[config.mk]
export PLATFORM = sky130hd
export DESIGN_NAME = pulse_counter_overflow_alarm
export DESIGN_NICKNAME = d
export VERILOG_FILES = /design/src/rtl/pulse_counter_pkg.sv /design/src/rtl/pulse_input_filter.sv /design/src/rtl/pulse_counter_overflow_alarm.sv
export SDC_FILE = /design/constraint.sdc
export NUM_CORES = 2
export LEC_CHECK = 0
export BUFFER_PORTS_ARGS = -buffer_cell sky130_fd_sc_hd__buf_2
export CORE_AREA = 3 3 319 321
export DETAILED_ROUTE_END_ITERATION = 10
export DIE_AREA = 0 0 322 324
export PLACE_DENSITY_LB_ADDON = 0.2
export RECOVER_POWER = 100
export SKIP_CTS_REPAIR_TIMING = 1
export SLEW_MARGIN = 20
export SYNTH_ARGS = -nofsm -noshare
export SYNTH_HDL_FRONTEND = slang
export SYNTH_HIERARCHICAL = 1
export SYNTH_SLANG_ARGS = --single-unit
export TNS_END_PERCENT = 100
[constraint.sdc]
create_clock -name clock -period 32.4 [get_ports clock]
set_input_delay 1.62 -clock clock [delete_from_list [all_inputs] [get_ports clock]]
set_output_delay 1.62 -clock clock [all_outputs]
set_load 0.02 [all_outputs]
[src/rtl/pulse_counter_pkg.sv]
// Shared constants and types of the pulse counter and alarm block.
// Assumes one 125 MHz clock; all times are converted to cycles here.
package pulse_counter_pkg;

    // ------------------------------------------------------------
    // Clock and timing
    // ------------------------------------------------------------
    localparam int CLK_MHZ           = 125;
    localparam int CLK_HZ            = CLK_MHZ * 1000000;
    localparam int MIN_PULSE_CNT_US  = 100;
    localparam int MIN_PULSE_FREQ_US = 500;
    localparam int MIN_PULSE_CNT_CYC  = MIN_PULSE_CNT_US * CLK_MHZ;
    localparam int MIN_PULSE_FREQ_CYC = MIN_PULSE_FREQ_US * CLK_MHZ;
    localparam int FREQ_MIN_MILLIHZ  = 300;
    localparam int FREQ_MAX_HZ       = 1000;
    localparam int CNT_MAX_HZ        = 5000;
    // Longest period still measured, rounded down
    localparam int FREQ_TIMEOUT_CYC  = (CLK_HZ / FREQ_MIN_MILLIHZ) * 1000;

    // ------------------------------------------------------------
    // Widths, count range and reset values
    // ------------------------------------------------------------
    localparam int COUNT_W = 32;
    localparam int TALLY_W = 16;
    localparam int SLOT_W  = 4;
    localparam int CHAN_W  = 4;
    localparam int PERIOD_W = 32;
    localparam logic [COUNT_W-1:0] COUNT_MIN  = 32'h0000_0000;
    localparam logic [COUNT_W-1:0] COUNT_MAX  = 32'hFFFF_FFFF;
    localparam logic [COUNT_W-1:0] COUNT_RST  = 32'h0000_0000;
    localparam logic [PERIOD_W-1:0] PERIOD_RST = 32'h0000_0000;

    // ------------------------------------------------------------
    // Types
    // ------------------------------------------------------------
    typedef enum logic [1:0] {
        MODE_UPDOWN = 2'b00,
        MODE_BIDIR  = 2'b01,
        MODE_FREQ   = 2'b10
    } countMode_t;

    typedef enum logic {
        ALARM_DISABLE = 1'b0,
        ALARM_LATCH   = 1'b1
    } alarmState_t;

    typedef struct packed {
        logic [COUNT_W-1:0] initValue;
        logic [COUNT_W-1:0] hiLimit;
        logic [COUNT_W-1:0] loLimit;
        alarmState_t        hiState;
        alarmState_t        loState;
        logic               hiOutEn;
        logic [SLOT_W-1:0]  hiOutSlot;
        logic [CHAN_W-1:0]  hiOutChan;
    } chanCfg_t;

    typedef struct packed {
        logic              active;
        logic [SLOT_W-1:0] slot;
        logic [CHAN_W-1:0] chan;
    } alarmRoute_t;

endpackage : pulse_counter_pkg

[src/rtl/pulse_input_filter.sv]
// Minimum-width filter and rising-edge detector for one field input pair.
// Assumes the input pair is already synchronous to clock.
`timescale 1ns/100ps
`default_nettype none

module pulse_input_filter #(
    parameter int CW = 20
) (
    input  wire logic          clock,
    input  wire logic          sys_rst,
    input  wire logic          inPos,
    input  wire logic          inNeg,
    input  wire logic [CW-1:0] minWidthCyc,
    output logic               level_q,
    output logic               rise_q
);

    // ------------------------------------------------------------
    // Stability counter
    // ------------------------------------------------------------
    logic [CW-1:0] stable_q;
    wire logic     rawLevel = inPos & ~inNeg;
    wire logic     differs  = rawLevel != level_q;
    wire logic     accept   = differs && (stable_q >= minWidthCyc - CW'(1));

    always_ff @(posedge clock) begin
        if (sys_rst) begin
            stable_q <= '0;
            level_q  <= 1'b0;
            rise_q   <= 1'b0;
        end else begin
            rise_q <= accept & rawLevel;
            if (!differs || accept) begin
                stable_q <= '0;
            end else begin
                stable_q <= stable_q + CW'(1);
            end
            if (accept) begin
                level_q <= rawLevel;
            end
        end
    end

endmodule : pulse_input_filter

`default_nettype wire

[src/rtl/pulse_counter_overflow_alarm.sv]
// Multi-channel pulse counter, frequency meter and limit alarm.
// Assumes synchronous field inputs and configuration held steady by the host.
`timescale 1ns/100ps
`default_nettype none

// Contract
// - Tally goes up on passing above max, down on passing below min.
// - Leaving the range reloads the count with the initial value.
// - Count is 32-bit unsigned, fixed range 0 to 4,294,967,295.
// - High alarm state is latch or disable; disable gives no alarm.
// - Any high limit 0 to 4,294,967,295 is compared with the count.
// - High alarm output mode enables or disables forwarding to an output.
// - Forwarded alarm goes to the host-chosen output slot and channel.
// - Clear control releases latched alarm, then returns to disabled itself.
// - Frequency 0.3 to 1000 Hz measured; counting up to 5000 Hz.
// - Pulses down to 500 us (frequency) and 100 us (counter) accepted.
// - Latched alarm holds until cleared even if count returns in range.
// - Up/down mode: up edge adds, down edge subtracts, both together hold.
// - Bidirectional mode: direction high counts up, low counts down.
// - One mode, counter or frequency, applies to all channels.
module pulse_counter_overflow_alarm
    import pulse_counter_pkg::*;
#(
    parameter int NCH                = 4,
    parameter int FILT_W             = 20,
    parameter int TALLY_BITS         = pulse_counter_pkg::TALLY_W,
    parameter int MIN_PULSE_CNT_CYC  = pulse_counter_pkg::MIN_PULSE_CNT_CYC,
    parameter int MIN_PULSE_FREQ_CYC = pulse_counter_pkg::MIN_PULSE_FREQ_CYC,
    parameter int FREQ_TIMEOUT_CYC   = pulse_counter_pkg::FREQ_TIMEOUT_CYC
) (
    input  wire logic                                          clock,
    input  wire logic                                          sys_rst,
    input  wire pulse_counter_pkg::countMode_t                 countMode,
    input  wire pulse_counter_pkg::chanCfg_t [NCH-1:0]         chanCfg,
    input  wire logic [NCH-1:0]                                loadInitReq,
    input  wire logic [NCH-1:0]                                clearLatchReq,
    input  wire logic [NCH-1:0]                                up_pulse_input_pos,
    input  wire logic [NCH-1:0]                                up_pulse_input_neg,
    input  wire logic [NCH-1:0]                                down_or_direction_input_pos,
    input  wire logic [NCH-1:0]                                down_or_direction_input_neg,
    output logic [NCH-1:0][pulse_counter_pkg::COUNT_W-1:0]     countVal_q,
    output logic [NCH-1:0][TALLY_BITS-1:0]                     overflowTally_q,
    output logic [NCH-1:0]                                     hiAlarm_q,
    output logic [NCH-1:0]                                     loAlarm_q,
    output logic [NCH-1:0]                                     clearLatchCtl_q,
    output pulse_counter_pkg::alarmRoute_t [NCH-1:0]           hiAlarmRoute_q,
    output logic [NCH-1:0][pulse_counter_pkg::PERIOD_W-1:0]    freqPeriod_q
);

    import pulse_counter_pkg::*;

    // ------------------------------------------------------------
    // Elaboration checks
    // ------------------------------------------------------------
    if (NCH < 1) begin : gNchCheck
        $error("NCH must be at least 1");
    end
    if (MIN_PULSE_CNT_CYC < 1 || MIN_PULSE_FREQ_CYC < 1) begin : gWidthCheck
        $error("Minimum pulse widths must be at least one cycle");
    end
    if (MIN_PULSE_CNT_CYC >= (1 << FILT_W) || MIN_PULSE_FREQ_CYC >= (1 << FILT_W)) begin : gFiltCheck
        $error("FILT_W too narrow for minimum pulse widths");
    end
    if (TALLY_BITS < 2) begin : gTallyCheck
        $error("TALLY_BITS must be at least 2");
    end
    if (FREQ_TIMEOUT_CYC < 2) begin : gTimeoutCheck
        $error("FREQ_TIMEOUT_CYC must be at least 2");
    end

    // ------------------------------------------------------------
    // Module-wide mode decode
    // ------------------------------------------------------------
    wire logic modeUpDown = countMode == MODE_UPDOWN;
    wire logic modeBidir  = countMode == MODE_BIDIR;
    wire logic modeFreq   = countMode == MODE_FREQ;

    // Narrower pulses are rejected by the filters
    wire logic [FILT_W-1:0] minWidthCyc = modeFreq ? FILT_W'(MIN_PULSE_FREQ_CYC)
                                                   : FILT_W'(MIN_PULSE_CNT_CYC);

    localparam logic [PERIOD_W-1:0] TIMEOUT = PERIOD_W'(FREQ_TIMEOUT_CYC);

    // ------------------------------------------------------------
    // Per-channel logic
    // ------------------------------------------------------------
    for (genvar ch = 0; ch < NCH; ch++) begin : gChan

        logic upLevel;
        logic upRise;
        logic dnLevel;
        logic dnRise;

        pulse_input_filter #(
            .CW (FILT_W)
        ) uUpFilter (
            .clock       (clock),
            .sys_rst     (sys_rst),
            .inPos       (up_pulse_input_pos[ch]),
            .inNeg       (up_pulse_input_neg[ch]),
            .minWidthCyc (minWidthCyc),
            .level_q     (upLevel),
            .rise_q      (upRise)
        );

        pulse_input_filter #(
            .CW (FILT_W)
        ) uDnFilter (
            .clock       (clock),
            .sys_rst     (sys_rst),
            .inPos       (down_or_direction_input_pos[ch]),
            .inNeg       (down_or_direction_input_neg[ch]),
            .minWidthCyc (minWidthCyc),
            .level_q     (dnLevel),
            .rise_q      (dnRise)
        );

        // --------------------------------------------------------
        // Step decode
        // --------------------------------------------------------
        wire logic udUp  = modeUpDown & upRise & ~dnRise;
        wire logic udDn  = modeUpDown & dnRise & ~upRise;
        wire logic biUp  = modeBidir & upRise & dnLevel;
        wire logic biDn  = modeBidir & upRise & ~dnLevel;
        wire logic frUp  = modeFreq & upRise;
        wire logic stepUp = udUp | biUp | frUp;
        wire logic stepDn = udDn | biDn;

        // --------------------------------------------------------
        // Count and overflow tally
        // --------------------------------------------------------
        wire chanCfg_t cfg = chanCfg[ch];
        wire logic [COUNT_W-1:0] cnt = countVal_q[ch];
        wire logic passMax = stepUp && (cnt == COUNT_MAX);
        wire logic passMin = stepDn && (cnt == COUNT_MIN);
        wire logic reload  = loadInitReq[ch] | passMax | passMin;

        wire logic [COUNT_W-1:0] countD =
            reload ? cfg.initValue :
            stepUp ? cnt + COUNT_W'(1) :
            stepDn ? cnt - COUNT_W'(1) : cnt;

        wire logic [TALLY_BITS-1:0] tally = overflowTally_q[ch];
        wire logic [TALLY_BITS-1:0] tallyD =
            loadInitReq[ch] ? '0 :
            passMax ? tally + TALLY_BITS'(1) :
            passMin ? tally - TALLY_BITS'(1) :
            tally;

        always_ff @(posedge clock) begin
            if (sys_rst) begin
                countVal_q[ch]      <= COUNT_RST;
                overflowTally_q[ch] <= '0;
            end else begin
                countVal_q[ch]      <= countD;
                overflowTally_q[ch] <= tallyD;
            end
        end

        // --------------------------------------------------------
        // Limit alarms
        // --------------------------------------------------------
        wire logic hiEn  = cfg.hiState == ALARM_LATCH;
        wire logic loEn  = cfg.loState == ALARM_LATCH;
        wire logic hiHit = hiEn && (cnt >= cfg.hiLimit);
        wire logic loHit = loEn && (cnt <= cfg.loLimit);
        wire logic clr   = clearLatchCtl_q[ch];
        // Set wins over clear; hold until cleared
        wire logic hiD = hiHit | (hiEn & hiAlarm_q[ch] & ~clr);
        wire logic loD = loHit | (loEn & loAlarm_q[ch] & ~clr);

        always_ff @(posedge clock) begin
            if (sys_rst) begin
                hiAlarm_q[ch]       <= 1'b0;
                loAlarm_q[ch]       <= 1'b0;
                clearLatchCtl_q[ch] <= 1'b0;
            end else begin
                hiAlarm_q[ch]       <= hiD;
                loAlarm_q[ch]       <= loD;
                clearLatchCtl_q[ch] <= clearLatchReq[ch] & ~clr;
            end
        end

        // --------------------------------------------------------
        // Alarm forwarding to a digital output
        // --------------------------------------------------------
        wire alarmRoute_t routeD = '{
            active: cfg.hiOutEn & hiD,
            slot:   cfg.hiOutSlot,
            chan:   cfg.hiOutChan
        };

        always_ff @(posedge clock) begin
            if (sys_rst) begin
                hiAlarmRoute_q[ch] <= '0;
            end else begin
                hiAlarmRoute_q[ch] <= routeD;
            end
        end

        // --------------------------------------------------------
        // Frequency meter: period between rising edges
        // --------------------------------------------------------
        logic [PERIOD_W-1:0] periodCnt_q;
        logic                armed_q;
        wire logic timedOut  = periodCnt_q >= TIMEOUT - PERIOD_W'(1);
        wire logic freqEdge  = modeFreq & upRise;

        always_ff @(posedge clock) begin
            if (sys_rst || !modeFreq) begin
                periodCnt_q      <= '0;
                armed_q          <= 1'b0;
                freqPeriod_q[ch] <= PERIOD_RST;
            end else if (freqEdge) begin
                periodCnt_q      <= '0;
                armed_q          <= 1'b1;
                // First edge only starts the measurement
                freqPeriod_q[ch] <= armed_q ? periodCnt_q + PERIOD_W'(1) : PERIOD_RST;
            end else if (timedOut) begin
                // Below the lowest rate: report zero
                armed_q          <= 1'b0;
                freqPeriod_q[ch] <= PERIOD_RST;
            end else begin
                periodCnt_q      <= periodCnt_q + PERIOD_W'(1);
            end
        end

        wire logic unusedUpLevel = upLevel;
    end

endmodule : pulse_counter_overflow_alarm

`default_nettype wire

-- Yosys cells after proc, flatten, opt, wreduce, memory -nomap -nowiden
Index checks and enable logic that the tools add are counted.
- order comparisons: 20
- reduce and logical (&&, ||, !) cells: 75
- eq/ne operators: 14
- $add $sub $neg: 29
- bitwise gates (word level): 124
- muxes and demuxes: 41
- operator list (cell ; number):
    32-bit 2-to-1 mux ; 24
    32-bit by 1-bit adder with 32-bit output (second input constant) ; 8
    20-bit by 1-bit adder with 20-bit output (second input constant) ; 8
    20-bit greater-or-equal comparator ; 8
    16-bit 2-to-1 mux ; 9
    32-bit == test (second input constant) ; 4
    32-bit by 29-bit greater-or-equal comparator with 1-bit output (second input constant) ; 4
    32-bit greater-or-equal comparator ; 4
    32-bit <= comparator ; 4
    32-bit zero test ; 4
    32-bit by 1-bit subtractor with 32-bit output (second input constant) ; 4
    1-bit bitwise AND ; 72
    16-bit by 1-bit adder with 16-bit output (second input constant) ; 4
    16-bit by 1-bit subtractor with 16-bit output (second input constant) ; 4
    2-bit OR reduction ; 16
    1-bit bitwise OR ; 28
    1-bit logical AND ; 24
    1-bit inverter ; 24
    16-bit by 1-bit subtractor with 17-bit output (second input constant) ; 1
    2-bit nonzero test ; 8
    3-bit nonzero test ; 4
    1-bit zero test ; 9
    1-bit logical OR ; 9
    1-bit 2-to-1 mux ; 8
    other kinds (4) ; 11
- bits in registers: 676
- input port bits: 456
- logic and storage cells: 371

-- Longest topological paths before layout
- depth after elaboration: 9
- depth in mapped cells: 18
- gate-level depth less buffers: 16

-- Cells and area by module
Netlist, hierarchy kept.
- by module, submodules not included (module ; area an instance (µm²) ; seq. area each (µm²) ; instances ; cells an instance):
    pulse_counter_overflow_alarm ; 36022.0 ; 10009.6 ; 1 ; 4579
    pulse_input_filter (gChan[0].uDnFilter ...) ; 1637.8 ; 440.4 ; 5 ; 198
    pulse_input_filter (gChan[3].uDnFilter) ; 1722.9 ; 440.4 ; 1 ; 197
    pulse_input_filter (gChan[3].uUpFilter) ; 1687.9 ; 440.4 ; 1 ; 195
    pulse_input_filter (gChan[2].uUpFilter) ; 1670.4 ; 440.4 ; 1 ; 193

-- Worst setup path before layout
OpenSTA, ideal clock, no wires.
- kind: input -> register
- from: input countMode[0]
- to: register gChan[2].uUpFilter.stable_q[13]
- cell stages on the path: 12
- data required time: 32.336 ns
- path buffers: 3
- slack: 19.123 ns
- arrival: 13.213 ns
- cell sequence: clkbuf_1 nor2_1 inv_1 xnor2_1 ha_1 and2_1 a221o_1 a221o_1 or4b_1 buf_6 buf_8 nor2_1
- word-level cells in the longest chain between the ends: 7
- ends and longest elaborated chain (what ; RTL line ; source):
    start, declared ; pulse_counter_overflow_alarm.sv:33 ; input wire pulse_counter_pkg::countMode_t countMode,
    2-bit == test ; pulse_counter_overflow_alarm.sv:76 ; wire logic modeFreq = countMode == MODE_FREQ;
    16-bit 2-to-1 mux ; pulse_counter_overflow_alarm.sv:79 ; wire logic [FILT_W-1:0] minWidthCyc = modeFreq ? FILT_W'(MIN_PULSE_FREQ_CYC)
    net minWidthCyc[10] ; pulse_counter_overflow_alarm.sv:79 ;
    16-bit by 1-bit subtractor with 17-bit output ; pulse_input_filter.sv:24 ; wire logic accept = differs && (stable_q >= minWidthCyc - CW'(1));
    20-bit greater-or-equal comparator ; pulse_input_filter.sv:24 ;
    1-bit logical AND ; pulse_input_filter.sv:24 ;
    1-bit logical OR ; pulse_input_filter.sv:33 ; if (!differs || accept) begin
    2-bit OR reduction (no source line) ; -- ;
    end signal, assigned ; pulse_input_filter.sv:36 ; stable_q <= stable_q + CW'(1);
    end, declared ; pulse_input_filter.sv:21 ; logic [CW-1:0] stable_q;
The timed path passes the listed nets, and every way through them passes these cells.
A chain may end at the register's enable or synchronous reset.

==> results.md <==
- Startpoint Class: input pin
- Hold path start: freqPeriod_q[72]
- Routed WL: 161000 um
- RSZ-0062 raised after global routing: false
- Fraction of layout instances using a drive strength above 1: 0.0987
- Reg2reg start: gChan[2].uDnFilter/level_q
- Worst reg2reg setup slack: 26.68 ns
- Final Hold Viols: 0
- Worst VDD drop: 0.0000440 V
- Nets@finish: 8304
- First-pass GRT wire length: 243000 um
- Pre-antenna DRT Iters: 8
- Chip Height: 324 um
- Ys flop type: dfxtp_1
- Syn. warnings: 6
- Worst EP required: 32.87 ns
- Register area: 13500 um2
- Synth Area per Inst: 8.01 um2
- Drt wl/cell: 18.7 um
- Worst Tran Pin Value: 3.45 ns
- Internal power: 1600 uW
- Clock period minus worst slack: 7.67 ns
- Worst endpoint data arrival time: 8.14 ns
- Top cell type's share of synthesized area: 0.275
- Most common cell in the synthesized netlist: nor2_1
- Multi-input gate area: 35000 um2
- CTS clk-pin slew, worst paths: 0.06 ns
- Iter 0 DRT Violations: 3321
- HPWL after DPL: 126000 um
- Setup tns final: 0 ns
- Clk_skew: 0.0354 ns
- Leak pwr: 0.0252 uW
- Port Buffers: 823
- Cells after synthesis: 6154
- Library cells used by synthesis: 104
- Final setup vio count: 0
- Global router's overall resource usage: 0.293
- Synth top cells by count: nor2_1, dfxtp_1, ha_1
- Failing checks: capacitance limit, slew limit
- DIE WIDTH: 322 um
- Antenna-violating nets left: 0
- Worst skew pair latency: 0.66 ns
- Synth area leaders: dfxtp_1, ha_1, xnor2_1
- Sequential Power Share: 0.392
- Layout fillers: 9493
- Root buf cell: clkbuf_16
- CTS Sinks: 676
- Register area share after synthesis: 0.275
- Clock network power share: 0.429
- Crit Path Class: in2reg
- Synthesized cell area: 49300 um2
- Worst setup EP type: flip-flop
- Clock buffer depth: 3
- Switch Pwr: 668 uW
- CP Max Fanout: 61
- Count of pins over their slew limit: 507
- Yosys reg bits: 676
- Initial antenna violation count: 25
- DRC: 0
- Congestion Overflow GR: 0
- CTS tree: done
- Pwr Density: 38.9 nW/um2
- Gate power share: 0.179
- Switching Fraction: 0.295
- Full die area: 104000 um2
- Core area: 99600 um2
- Fmax: 0.130 GHz
- CTS Buf Count: 81
- Run status: finished with violations
- Row cnt: 116
- RePlAce Congestion: 0.967
- Fin util: 0.584
- Asr flop ratio synth: 0
- Initial Utilization: 0.495
- Vias in the first global route: 43800
- Tcrit/Tclk final: 0.237
- Rel. slew slack: -1.30
- Via count: 47400
- P&R area growth vs syn: 18.0%
- H-tree depth: 3
- Vias per inst: 5.51
- Worst setup startpoint: sys_rst
- Hold WC Path Type: reg2reg
- IO Count: 824
- Largest net degree at the start of global routing: 62
- Max-Cap Viols: 15
- Post-synth EDFFs: 0
- Largest area contributor in the netlist: dfxtp_1
-- flip-flops by register name, summed over array words and instances, names as in the netlist --
| signal | count |
|---|---|
| freqPeriod_q | 128 |
| gChan.cnt | 128 |
| gChan.periodCnt_q | 128 |
| gChan.uDnFilter/stable_q | 80 |
| gChan.uUpFilter/stable_q | 80 |
| gChan.tally | 64 |
| hiAlarmRoute_q | 36 |
| gChan.armed_q | 4 |
| gChan.clr | 4 |
| gChan.uDnFilter/level_q | 4 |
| gChan.uDnFilter/rise_q | 4 |
| gChan.uUpFilter/level_q | 4 |
| gChan.uUpFilter/rise_q | 4 |
| hiAlarm_q | 4 |
| loAlarm_q | 4 |
-- layer usage --
layer	wire, um	GRT usage
met1	72500	0.397
met2	70800	0.464
met4	4660	0.0938
met3	13100	0.0627
met5	35	0
-- metrics by stage --
stage               std cells  power (uW)  hold WS [ns]  setup slack (ns)  cell area (um2)
global route             8599        2360         0.474             24.29            58100
floorplan                6486        1170         0.422             19.12            50500
detailed placement       8441        1310         0.439             26.21            55800
CTS                      8588        2280         0.453             26.88            58700
finish                   8606        2260         0.457             24.73            58200
global placement         8441        1300         0.430             26.32            55800
-- worst max-delay path: stages --
cell,delay (ns)
clkbuf_1,1.66
clkbuf_1,2.53
clkbuf_1,1.54
nor4b_1,0.25
and2_0,0.43
-- layout by cell type, fill, tap and decap left out, drive strengths merged, types with 29 or more instances in the layout --
cell type,count
or3,39
nand2b,58
xor2,303
inv,350
a311oi,40
a21oi,363
dfxtp,676
ha,612
nand3,216
and2,49
and4,30
buf,473
a21o,167
conb,334
a211oi,45
and3,88
nand4,143
mux2i,60
or4,29
nor2,709
clkbuf,492
o21a,50
a31oi,29
o21ai,334
nor2b,86
xnor2,369
nor3,139
nor4,98
nand2,579
-- path summary, 6_finish.rpt --
kind | cells past startpoint | endpoint
max | 5 | hiAlarmRoute_q[35]
max reg2reg | 14 | gChan[2].cnt[26]
min | 2 | freqPeriod_q[72]
min reg2reg | 2 | freqPeriod_q[72]
-- cells by family after synthesis --
group	Yosys count	share of synthesized area
AO/OA/AOI/OAI	1237	0.158
XOR/XNOR	672	0.119
adder cells (fa/ha/maj)	620	0.159
buffers and inverters	547	0.0429
flip-flops	676	0.275
multiplexers	65	0.0133
other	2	0.000152
AND/OR/NAND/NOR	2335	0.233
-- power by group through the flow --
stage	Clock, uW	Sequential [uW]	Combinational, uW
2_1_floorplan	0	903	268
3_3_place_gp	0	904	395
3_5_place_dp	0	904	402
4_1_cts	986	886	405
5_1_grt	1020	888	453
6_report	971	888	405
-- layout make-up --
type | count | share of cell area
repair buffers | 858 | 0.0665
flip-flops and latches | 676 | 0.233
diodes | 16 | 0.000689
clock buffers | 107 | 0.0395
multi-input cells | 5263 | 0.601
clock inverters | 40 | 0.00902
inverters | 348 | 0.0225
well taps | 1298 | 0.0279
Power figures use the tool's default switching activity.
